## src/hw/arbl_pkg.sv

```systemverilog
// Package for the abort/reset button and status indicator block.
// Assumes a single 10 MHz board clock.
package arbl_pkg;

  localparam int unsigned CLK_HZ = 10_000_000;
  localparam int unsigned HOLD_SEC = 5;
  localparam int unsigned HOLD_CYC = HOLD_SEC * CLK_HZ;
  localparam int unsigned DEB_US = 10_000;
  localparam int unsigned DEB_CYC = (DEB_US * (CLK_HZ / 1_000_000));
  localparam int unsigned RST_PULSE_US = 1_000;
  localparam int unsigned RST_CYC = RST_PULSE_US * (CLK_HZ / 1_000_000);
  localparam int unsigned SLOW_BLINK_CYC = 5_000_000;
  localparam int unsigned FAST_BLINK_CYC = 1_000_000;
  localparam int unsigned ACT_BLINK_CYC = 500_000;

  localparam logic [3:0] ADDR_CTRL = 4'h0;
  localparam logic [3:0] ADDR_STAT = 4'h1;
  localparam logic [3:0] ADDR_MASK = 4'h2;
  localparam logic [3:0] ADDR_LINK = 4'h3;

  localparam int unsigned CTRL_FAIL = 0;
  localparam int unsigned CTRL_USER0 = 1;
  localparam int unsigned CTRL_DPA = 4;
  localparam int unsigned CTRL_SYSCON = 5;
  localparam logic [7:0] CTRL_RST = 8'h01;

  localparam int unsigned EV_ABORT = 0;
  localparam int unsigned EV_PWRFAIL = 1;
  localparam int unsigned EV_W = 2;

  // Link speed codes
  localparam logic [1:0] SPD_NONE = 2'h0;
  localparam logic [1:0] SPD_100 = 2'h1;
  localparam logic [1:0] SPD_1000 = 2'h2;

  // Link quality codes
  localparam logic [1:0] LQ_NONE = 2'h0;
  localparam logic [1:0] LQ_POOR = 2'h1;
  localparam logic [1:0] LQ_FAIR = 2'h2;
  localparam logic [1:0] LQ_GOOD = 2'h3;

  typedef enum logic [1:0] {
    ARBL_IDLE,
    ARBL_PRESS,
    ARBL_HELD,
    ARBL_RESET
  } arbl_state_t;

endpackage : arbl_pkg

```

## src/hw/arbl_blinker.sv

```systemverilog
// Blink generator: free-running toggle with a given half period.
// Assumes the board clock and reset of the enclosing block.
`timescale 1ns/1ps
module arbl_blinker #(
  parameter int unsigned HALF_CYC = 1
) (
  // Clock and reset
  input wire logic i_clk_sys,
  input wire logic i_rst_n,
  // Output
  output logic o_blink
);

  typedef struct packed {
    logic [23:0] cnt;
    logic blink;
  } arbl_blk_t;

  arbl_blk_t s_r;
  arbl_blk_t s_nxt;

  always_comb begin
    s_nxt = s_r;
    if (s_r.cnt >= 24'(HALF_CYC - 1)) begin
      s_nxt.cnt = '0;
      s_nxt.blink = ~s_r.blink;
    end else begin
      s_nxt.cnt = s_r.cnt + 24'h000001;
    end
  end

  always_ff @(posedge i_clk_sys or negedge i_rst_n) begin
    if (!i_rst_n) begin
      s_r <= '0;
    end else begin
      s_r <= s_nxt;
    end
  end

  assign o_blink = s_r.blink;

endmodule : arbl_blinker

```

## src/hw/arbl_top.sv

```systemverilog
// Abort/reset button timer and board status indicator drive.
// Assumes one 10 MHz board clock, button input synchronous to it,
// and a simple strobe register port with read data one cycle later.
//
// Summary of operation
// - Short press release raises abort interrupt only
// - Press held over five seconds: hard reset
// - Hard reset hits processor, buses, PHYs, flash
// - System controller also resets VME bus, bridge
// - Fail LED on after reset until cleared
// - User LEDs follow their own control bits
// - Speed LED off, yellow, green by speed
// - Activity LED blinks with traffic, else off
// - Link quality LED blinks by noise level
// - Storage LED A: either port or port 0
// - Storage LED B: port 1 in dual mode
// - Ready LED lit by processor ready or trigger output
// - Power fail LED follows failure signal
//
// Added by the designer: the plain strobed port and the register addresses.
`timescale 1ns/1ps
module arbl_top #(
  parameter int unsigned HOLD_CYC = arbl_pkg::HOLD_CYC,
  parameter int unsigned DEB_CYC = arbl_pkg::DEB_CYC
) (
  // Clock and reset
  input wire logic i_clk_sys,
  input wire logic i_rst_n,
  // Button, pressed high
  input wire logic i_abort_reset_button,
  // Register port
  input wire logic [3:0] i_addr,
  input wire logic [7:0] i_wdata,
  input wire logic i_wr,
  input wire logic i_rd,
  output logic [7:0] o_rdata,
  // Status inputs
  input wire logic [1:0] i_speed_g1,
  input wire logic [1:0] i_speed_g2,
  input wire logic i_link_f1,
  input wire logic [2:0] i_activity,
  input wire logic [1:0] i_quality_g1,
  input wire logic [1:0] i_quality_g2,
  input wire logic [1:0] i_storage_act,
  input wire logic i_cpu_ready,
  input wire logic i_trigger_output,
  input wire logic i_power_fail,
  // Interrupt and resets, active high
  output logic o_irq,
  output logic o_abort_irq,
  output logic o_board_reset,
  output logic o_vme_reset,
  // Indicators, high means lit
  output logic o_fail_led,
  output logic [2:0] o_user_led,
  output logic [2:0] o_speed_yellow_led,
  output logic [1:0] o_speed_green_led,
  output logic [2:0] o_link_activity_led,
  output logic [1:0] o_link_quality_led,
  output logic o_storage_activity_led_a,
  output logic o_storage_activity_led_b,
  output logic o_processor_ready_led,
  output logic o_power_fail_led
);

  typedef struct packed {
    arbl_pkg::arbl_state_t st;
    logic [25:0] hold_cnt;
    logic [17:0] deb_cnt;
    logic btn_deb;
    logic [13:0] rst_cnt;
    logic [7:0] ctrl;
    logic [arbl_pkg::EV_W-1:0] stat;
    logic [arbl_pkg::EV_W-1:0] mask;
    logic pwr_q;
    logic [7:0] rdata;
    logic irq;
    logic abort_irq;
    logic board_reset;
    logic vme_reset;
    logic fail_led;
    logic [2:0] user_led;
    logic [2:0] spd_y;
    logic [1:0] spd_g;
    logic [2:0] act_led;
    logic [1:0] lq_led;
    logic sta_a;
    logic sta_b;
    logic rdy_led;
    logic pf_led;
  } arbl_top_t;

  arbl_top_t s_r;
  arbl_top_t s_nxt;
  logic slow_blk;
  logic fast_blk;
  logic act_blk;

  arbl_blinker #(.HALF_CYC(arbl_pkg::SLOW_BLINK_CYC)) u_slow (
    .i_clk_sys(i_clk_sys),
    .i_rst_n(i_rst_n),
    .o_blink(slow_blk)
  );
  arbl_blinker #(.HALF_CYC(arbl_pkg::FAST_BLINK_CYC)) u_fast (
    .i_clk_sys(i_clk_sys),
    .i_rst_n(i_rst_n),
    .o_blink(fast_blk)
  );
  arbl_blinker #(.HALF_CYC(arbl_pkg::ACT_BLINK_CYC)) u_act (
    .i_clk_sys(i_clk_sys),
    .i_rst_n(i_rst_n),
    .o_blink(act_blk)
  );

  logic [1:0] spd [3];
  logic [1:0] lq [2];
  logic [arbl_pkg::EV_W-1:0] ev;
  logic abort_ev;
  logic hard_rst;

  always_comb begin
    spd[0] = i_speed_g1;
    spd[1] = i_speed_g2;
    spd[2] = i_link_f1 ? arbl_pkg::SPD_100 : arbl_pkg::SPD_NONE;
    lq[0] = i_quality_g1;
    lq[1] = i_quality_g2;
  end

  always_comb begin
    s_nxt = s_r;
    abort_ev = 1'b0;
    hard_rst = 1'b0;
    if (i_abort_reset_button != s_r.btn_deb) begin
      if (s_r.deb_cnt >= 18'(DEB_CYC - 1)) begin
        s_nxt.btn_deb = i_abort_reset_button;
        s_nxt.deb_cnt = '0;
      end else begin
        s_nxt.deb_cnt = s_r.deb_cnt + 18'h00001;
      end
    end else begin
      s_nxt.deb_cnt = '0;
    end
    unique case (s_r.st)
      arbl_pkg::ARBL_IDLE: begin
        s_nxt.hold_cnt = '0;
        if (s_r.btn_deb) begin
          s_nxt.st = arbl_pkg::ARBL_PRESS;
        end
      end
      arbl_pkg::ARBL_PRESS: begin
        if (!s_r.btn_deb) begin
          abort_ev = 1'b1;
          s_nxt.st = arbl_pkg::ARBL_IDLE;
        end else if (s_r.hold_cnt >= 26'(HOLD_CYC - 1)) begin
          s_nxt.st = arbl_pkg::ARBL_RESET;
          s_nxt.rst_cnt = '0;
        end else begin
          s_nxt.hold_cnt = s_r.hold_cnt + 26'h0000001;
        end
      end
      arbl_pkg::ARBL_RESET: begin
        hard_rst = 1'b1;
        if (s_r.rst_cnt >= 14'(arbl_pkg::RST_CYC - 1)) begin
          s_nxt.st = arbl_pkg::ARBL_HELD;
        end else begin
          s_nxt.rst_cnt = s_r.rst_cnt + 14'h0001;
        end
      end
      arbl_pkg::ARBL_HELD: begin
        if (!s_r.btn_deb) begin
          s_nxt.st = arbl_pkg::ARBL_IDLE;
        end
      end
    endcase
    s_nxt.board_reset = hard_rst;
    s_nxt.vme_reset = hard_rst & s_r.ctrl[arbl_pkg::CTRL_SYSCON];
    s_nxt.abort_irq = abort_ev;
    ev = '0;
    ev[arbl_pkg::EV_ABORT] = abort_ev;
    ev[arbl_pkg::EV_PWRFAIL] = i_power_fail & ~s_r.pwr_q;
    s_nxt.pwr_q = i_power_fail;
    // Register port; read of status clears, new events win
    s_nxt.rdata = '0;
    if (i_wr) begin
      if (i_addr == arbl_pkg::ADDR_CTRL) begin
        s_nxt.ctrl = i_wdata;
      end else if (i_addr == arbl_pkg::ADDR_MASK) begin
        s_nxt.mask = i_wdata[arbl_pkg::EV_W-1:0];
      end
    end
    if (i_rd) begin
      unique case (i_addr)
        arbl_pkg::ADDR_CTRL: s_nxt.rdata = s_r.ctrl;
        arbl_pkg::ADDR_STAT: s_nxt.rdata = {6'h00, s_r.stat};
        arbl_pkg::ADDR_MASK: s_nxt.rdata = {6'h00, s_r.mask};
        arbl_pkg::ADDR_LINK: s_nxt.rdata = {i_quality_g1, i_speed_g2,
                                            i_speed_g1, 1'b0, s_r.btn_deb};
        default: s_nxt.rdata = '0;
      endcase
    end
    if (i_rd && i_addr == arbl_pkg::ADDR_STAT) begin
      s_nxt.stat = ev;
    end else begin
      s_nxt.stat = s_r.stat | ev;
    end
    s_nxt.irq = |(s_nxt.stat & s_nxt.mask);
    // Reload as the pulse ends, so the controller bit holds the bus reset
    if (hard_rst && s_nxt.st == arbl_pkg::ARBL_HELD) begin
      // Fail LED back on after reset
      s_nxt.ctrl = arbl_pkg::CTRL_RST;
    end
    s_nxt.fail_led = s_nxt.ctrl[arbl_pkg::CTRL_FAIL];
    s_nxt.user_led = s_nxt.ctrl[arbl_pkg::CTRL_USER0 +: 3];
    for (int i = 0; i < 3; i++) begin
      s_nxt.spd_y[i] = (spd[i] == arbl_pkg::SPD_100);
      s_nxt.act_led[i] = i_activity[i] & act_blk;
    end
    for (int i = 0; i < 2; i++) begin
      s_nxt.spd_g[i] = (spd[i] == arbl_pkg::SPD_1000);
      unique case (lq[i])
        arbl_pkg::LQ_NONE: s_nxt.lq_led[i] = 1'b0;
        arbl_pkg::LQ_POOR: s_nxt.lq_led[i] = slow_blk;
        arbl_pkg::LQ_FAIR: s_nxt.lq_led[i] = fast_blk;
        arbl_pkg::LQ_GOOD: s_nxt.lq_led[i] = 1'b1;
      endcase
    end
    s_nxt.sta_a = s_r.ctrl[arbl_pkg::CTRL_DPA] ? i_storage_act[0]
                                               : |i_storage_act;
    // Storage B only in dual mode
    s_nxt.sta_b = s_r.ctrl[arbl_pkg::CTRL_DPA] & i_storage_act[1];
    s_nxt.rdy_led = i_cpu_ready | i_trigger_output;
    s_nxt.pf_led = i_power_fail;
  end

  always_ff @(posedge i_clk_sys or negedge i_rst_n) begin
    if (!i_rst_n) begin
      s_r <= '0;
      s_r.ctrl <= arbl_pkg::CTRL_RST;
      s_r.fail_led <= 1'b1;
    end else begin
      s_r <= s_nxt;
    end
  end

  assign o_rdata = s_r.rdata;
  assign o_irq = s_r.irq;
  assign o_abort_irq = s_r.abort_irq;
  assign o_board_reset = s_r.board_reset;
  assign o_vme_reset = s_r.vme_reset;
  assign o_fail_led = s_r.fail_led;
  assign o_user_led = s_r.user_led;
  assign o_speed_yellow_led = s_r.spd_y;
  assign o_speed_green_led = s_r.spd_g;
  assign o_link_activity_led = s_r.act_led;
  assign o_link_quality_led = s_r.lq_led;
  assign o_storage_activity_led_a = s_r.sta_a;
  assign o_storage_activity_led_b = s_r.sta_b;
  assign o_processor_ready_led = s_r.rdy_led;
  assign o_power_fail_led = s_r.pf_led;

  property p_short_abort;
    @(posedge i_clk_sys) disable iff (!i_rst_n)
      (s_r.st == arbl_pkg::ARBL_PRESS && !s_r.btn_deb)
      |=> o_abort_irq && !o_board_reset;
  endproperty
  a_short_abort: assert property (p_short_abort)
    else $error("short press did not abort");

  property p_long_reset;
    @(posedge i_clk_sys) disable iff (!i_rst_n)
      (s_r.st == arbl_pkg::ARBL_PRESS && s_r.btn_deb
       && s_r.hold_cnt >= 26'(HOLD_CYC - 1)) |=> ##1 o_board_reset;
  endproperty
  a_long_reset: assert property (p_long_reset)
    else $error("long press did not reset");

  property p_reset_len;
    @(posedge i_clk_sys) disable iff (!i_rst_n)
      $rose(o_board_reset) |-> o_board_reset [*8];
  endproperty
  a_reset_len: assert property (p_reset_len)
    else $error("board reset too short");

  property p_vme;
    @(posedge i_clk_sys) disable iff (!i_rst_n)
      o_vme_reset |-> o_board_reset;
  endproperty
  a_vme: assert property (p_vme)
    else $error("vme reset without board reset");

  property p_fail_after;
    @(posedge i_clk_sys) disable iff (!i_rst_n)
      $fell(o_board_reset) |-> o_fail_led;
  endproperty
  a_fail_after: assert property (p_fail_after)
    else $error("fail led off after reset");

  property p_user;
    @(posedge i_clk_sys) disable iff (!i_rst_n)
      (i_wr && i_addr == arbl_pkg::ADDR_CTRL && !hard_rst) |=>
      o_user_led == $past(i_wdata[arbl_pkg::CTRL_USER0 +: 3]);
  endproperty
  a_user: assert property (p_user)
    else $error("user led mismatch");

  property p_no_green_fast;
    @(posedge i_clk_sys) disable iff (!i_rst_n)
      o_speed_green_led[0] |-> !o_speed_yellow_led[0];
  endproperty
  a_no_green_fast: assert property (p_no_green_fast)
    else $error("speed led both colours");

  property p_sta_b;
    @(posedge i_clk_sys) disable iff (!i_rst_n)
      o_storage_activity_led_b |-> $past(s_r.ctrl[arbl_pkg::CTRL_DPA]);
  endproperty
  a_sta_b: assert property (p_sta_b)
    else $error("storage led b lit in legacy mode");

  property p_pf;
    @(posedge i_clk_sys) disable iff (!i_rst_n)
      i_power_fail |=> o_power_fail_led;
  endproperty
  a_pf: assert property (p_pf)
    else $error("power fail led not lit");

  c_abort: cover property (@(posedge i_clk_sys) $rose(o_abort_irq));
  c_reset: cover property (@(posedge i_clk_sys) $rose(o_board_reset));
  c_irq: cover property (@(posedge i_clk_sys) $rose(o_irq));

endmodule : arbl_top

```

## config.mk

```make
export PLATFORM = sky130hd
export DESIGN_NAME = arbl_top
export DESIGN_NICKNAME = d
export VERILOG_FILES = /design/src/hw/arbl_pkg.sv /design/src/hw/arbl_blinker.sv /design/src/hw/arbl_top.sv
export SDC_FILE = /design/constraint.sdc
export NUM_CORES = 1
export LEC_CHECK = 0
export BUFFER_PORTS_ARGS = -buffer_cell sky130_fd_sc_hd__buf_2
export CAP_MARGIN = 10
export CORE_MARGIN = 8
export CORE_UTILIZATION = 64
export DETAILED_ROUTE_END_ITERATION = 10
export PLACE_DENSITY = 0.84
export SYNTH_ARGS = -nofsm -noshare
export SYNTH_HDL_FRONTEND = slang
export SYNTH_SLANG_ARGS = --single-unit
```

## constraint.sdc

```tcl
create_clock -name i_clk_sys -period 6.48 [get_ports i_clk_sys]
set_input_delay 0.324 -clock i_clk_sys [delete_from_list [all_inputs] [get_ports i_clk_sys]]
set_output_delay 0.324 -clock i_clk_sys [all_outputs]
set_load 0.02 [all_outputs]
```

==> qor.tcl <==
set qor(seqPwrFrac) 0.486
set qor(clock_path_buffers) 2
set qor(slowest_stage) {o21ai_2}
set qor(route.detailed.wl_per_inst_um) 16.6
set qor(floorplan.die_area_um2) 16400
set qor(use_met2) 0.364
set qor(seq_area_um2) 4360
set qor(synthDistinctLibCells) 60
set qor(fmax_mhz) 330
set qor(antenna_left) 0
set qor(seq_area_frac_synth) 0.544
set qor(final.min_clock_period_ns) 3.03
set qor(cts.root.buffer_cell) {clkbuf_16}
set qor(fin_max_slew_vios) 0
set qor(antenna_violations_before_repair) 0
set qor(dp_hpwl_um) 11700
set qor(p_comb_frac) 0.080
set qor(stdcell_area_um2) 9020
set qor(path_cells) {or3b_1 -> or4b_4 -> o21ai_2 -> nand2_1 -> a31o_2 -> and3b_1}
set qor(cts_tree) {yes}
set qor(critPathLaunch) {s_r[93]$_DFFE_PN0P_}
set qor(clock_tree.htree_level_count) 4
set qor(synth-edff-count) 0
set qor(chip_width_um) 128
set qor(wl_um) 17200
set qor(number_of_instances_in_the_placed_design) 1002
set qor(floorplan.die.height_um) 128
set qor(detail_route.vias_per_cell) 5.83
set qor(violations) {negative hold slack}
set qor(skew_ns) 0.00657
set qor(synth_async_sr_flop_share) 1.00
set qor(busiest_layer) {met2}
set qor(synth-compound-area-share) 0.0897
set qor(finalNonFillerCells) 1034
set qor(start_util) 0.645
set qor(postPlaceCellArea_um2) 8390
set qor(p_per_area_nw_per_um2) 272
set qor(filler_cell_count) 898
set qor(outcome) {finished with violations}
set qor(total_switching_power_uw) 567
set qor(synth.largest_area_cell) {dfrtp_1}
set qor(final_min_period_over_clock_period) 0.468
set qor(post_synthesis_instance_total) 792
set qor(fin_total_pwr_mw) 2.46
set qor(post_synth_mux_area_share) 0.0170
set qor(synthXorXnorAreaFrac) 0.0886
set qor(critical_path.n_buffers_inverters) 0
set qor(cts-resized-gates) 0
set qor(synth_seq_cells) 174
set qor(timing.critical_path.to_type) {register}
set qor(worstPathMaxFanout) 18
set qor(post-cts-setup-buffer-count) 0
set qor(power_switching_share) 0.231
set qor(min-delay-path-class) {in -> async}
set qor(power.ir.vdd_worst_v) 0.000253
set qor(initialDrtViolationCount) 644
set qor(overflow) 0
set qor(largest_family_of_logic_cells_by_synthesized_area) {simple AND/OR/NAND/NOR gates}
set qor(rsz0062_at_grt) {no}
set qor(timing.final.ws_setup_ns) 3.45
set qor(cts.sink_count) 174
set qor(preCtsSetupSlack_ns) 3.52
set qor(grtUsageTotal) 0.223
set qor(synth-adder-area-share) 0.00937
set qor(timing.max_cap.violations) 0
set qor(grt_use_met1) 0.280
set qor(worst_r2r_startpoint) {s_r[93]$_DFFE_PN0P_}
set qor(yosys.area.top_type_share) 0.540
set qor(buffer_ports.inserted) 63
set qor(antenna_cells) 0
set qor(fp.coreArea_um2) 12400
set qor(postSynth.topFlopCell) {dfrtp_1}
set qor(final_report_setup_violation_count) 0
set qor(rows) 41
set qor(drive_above_1_share) 0.128
set qor(multi_input_area_um2) 3400
set qor(netlist_area_um2) 8010
set qor(cp-start-kind) {register}
set qor(max_slew_margin) 0.265
set qor(cpLargestDelayFamily) {simple AND/OR/NAND/NOR gates}
set qor(synth.avg_cell_area_um2) 10.1
set qor(setup_tns_ns) 0
set qor(cp_slowest_stage_delay_ns) 0.56
set qor(cts_inserted_buffers) 17
set qor(crit-reg2reg-capture) {s_r[98]$_DFFE_PN0P_}
set qor(clkTransAtPathRegs_ns) 0.06
set qor(synthSimpleGateAreaFrac) 0.215
set qor(reg2reg_depth) 6
set qor(vias) 6033
set qor(global_routing_usage_on_met3) 0.0553
set qor(required_ns) 6.79
set qor(post-route-drc-count) 0
set qor(yosys_warnings) 0
set qor(intPower_mw) 1.89
set qor(critPathArrivalTime_ns) 3.34
set qor(p_clk_frac) 0.434
set qor(power.leakage_nw) 4.03
set qor(grt_first_pass_wirelength_um) 29000
set qor(maximum_number_of_pins_on_one_net_before_global_route_repair) 103
set qor(layout.nets) 890
set qor(netlist_top_cells_area) {dfrtp_1 (54%), nor2_1 (6.8%), xor2_1 (5.5%)}
set qor(via_count_of_the_first_global_routing_pass) 6032
set qor(final_hold_slack_ns) -0.0228
set qor(timing_worst_setup_path_type) {reg -> reg}
set qor(synthToLayoutAreaGrowth_pct) 12.6
set qor(globalplace.congestion) 0.878
set qor(finalHoldViolations) 6
set qor(design.portCount) 64
set qor(drt_pre_antenna_iters) 5
set qor(worstMarginPinSlew_ns) 1.10
set qor(worst_skew_pair.late_latency_ns) 0.43
set qor(reg2reg_setup_slack_ns) 3.45
## layer usage
metal  up-vias  part of all wire
li1       2832                 -
met1      2967              0.43
met2       203              0.49
met3        31             0.052
met4         0             0.021
met5         -                 0
## placed cells by master, fill, tap and decap left out, types with 3 or more instances in the layout
cell | Yosys | routed
and4_1 | 7 | 7
a21oi_1 | 25 | 25
or3_1 | 6 | 6
o311a_1 | 3 | 3
clkbuf_1 | 17 | 6
a311oi_1 | 4 | 4
nor2_1 | 146 | 146
a211oi_1 | 10 | 10
nor3_1 | 18 | 18
dfrtp_1 | 173 | 173
xnor2_1 | 31 | 31
nor2b_1 | 12 | 12
a22oi_1 | 7 | 7
clkbuf_16 | 0 | 17
conb_1 | 1 | 11
o21ai_0 | 15 | 13
nor4_1 | 8 | 8
and3_1 | 20 | 20
nand3_1 | 43 | 43
mux2_2 | 3 | 3
a31oi_1 | 10 | 10
nand4_1 | 18 | 18
nand2_1 | 55 | 55
clkbuf_8 | 0 | 3
a41oi_1 | 6 | 6
buf_2 | 2 | 62
buf_4 | 21 | 5
bufinv_16 | 0 | 4
ha_1 | 6 | 6
a22o_1 | 3 | 3
and2_1 | 11 | 11
mux2i_1 | 8 | 8
inv_1 | 15 | 15
xor2_1 | 50 | 50
## cell usage after synthesis, drive strengths merged, types with 3 or more instances
cell,number
or3,6
a21oi,26
nor4,8
buf,23
o21ai,18
a311oi,4
clkbuf,17
nor2,146
dfrtp,173
and3,20
and2,12
ha,6
a211oi,10
nor2b,12
mux2,3
nand4,19
a31oi,10
a41oi,6
xnor2,31
inv,15
and4,7
or4,3
a22oi,7
nand2,55
o311a,3
nand3,44
nor3,18
xor2,50
mux2i,8
a22o,3
## power groups by stage
stage               Combinational [mW]  Clock (mW)  Sequential, mW
CTS                              0.198        1.09            1.19
floorplan                        0.136           0            1.20
global route                     0.221        1.13            1.20
finish                           0.196        1.07            1.19
detailed placement               0.197           0            1.21
global placement                 0.189           0            1.21
## flip-flops by register name, indices dropped and copies added, names as in the netlist, 2 cells and up
name / count
s_r: 71
u_act.s_r: 24
u_fast.s_r: 24
u_slow.s_r: 24
o_rdata: 8
o_link_activity_led: 3
o_speed_yellow_led: 3
o_link_quality_led: 2
o_speed_green_led: 2
o_user_led: 2
## cell families after synthesis
group | Yosys count
buffers and inverters | 55
AO/OA/AOI/OAI | 104
XOR/XNOR | 81
adder cells (fa/ha/maj) | 6
other | 1
multiplexers | 12
AND/OR/NAND/NOR | 359
flip-flops | 174
## area by class of cell
class,instances,area share
inverters,15,0.00624
repair buffers,69,0.0409
clock buffers,26,0.0542
clock inverters,5,0.0143
flip-flops and latches,174,0.483
well taps,172,0.0239
multi-input cells,573,0.377
## through the flow
| stage | util | hold slack, ns |
|---|---|---|
| detailed placement | 0.676 | 0.437 |
| finish | 0.726 | -0.0228 |
| global route | 0.726 | 0.0103 |
| CTS | 0.726 | 0.00728 |
| global placement | 0.676 | 0.436 |
| floorplan | - | 0.0284 |
## worst register-to-register path, cell delays in order (launching register included)
cell and delay [ns]:
dfrtp_1 0.41, or3b_1 0.36, or4b_4 0.52, o21ai_2 0.56
nand2_1 0.49, a31o_2 0.38, and3b_1 0.19
## repair_timing
item | CTS | global route
setup endpoints to repair | 0 | 0
hold buffers | 1 | 0
endpoints found under the hold margin | 1 | 0
## worst max path at each step
stage                     endpoint  slack, ns  depth (start not counted)
2_1_floorplan  s_r[55]$_DFFE_PN0P_       4.22                          6
3_3_place_gp   s_r[98]$_DFFE_PN0P_       3.60                          6
3_5_place_dp   s_r[98]$_DFFE_PN0P_       3.52                          6
4_1_cts        s_r[98]$_DFFE_PN0P_       3.49                          6
5_1_grt        s_r[98]$_DFFE_PN0P_       3.25                          6
6_report       s_r[98]$_DFFE_PN0P_       3.45                          6
(Power assumes the default switching activity.)
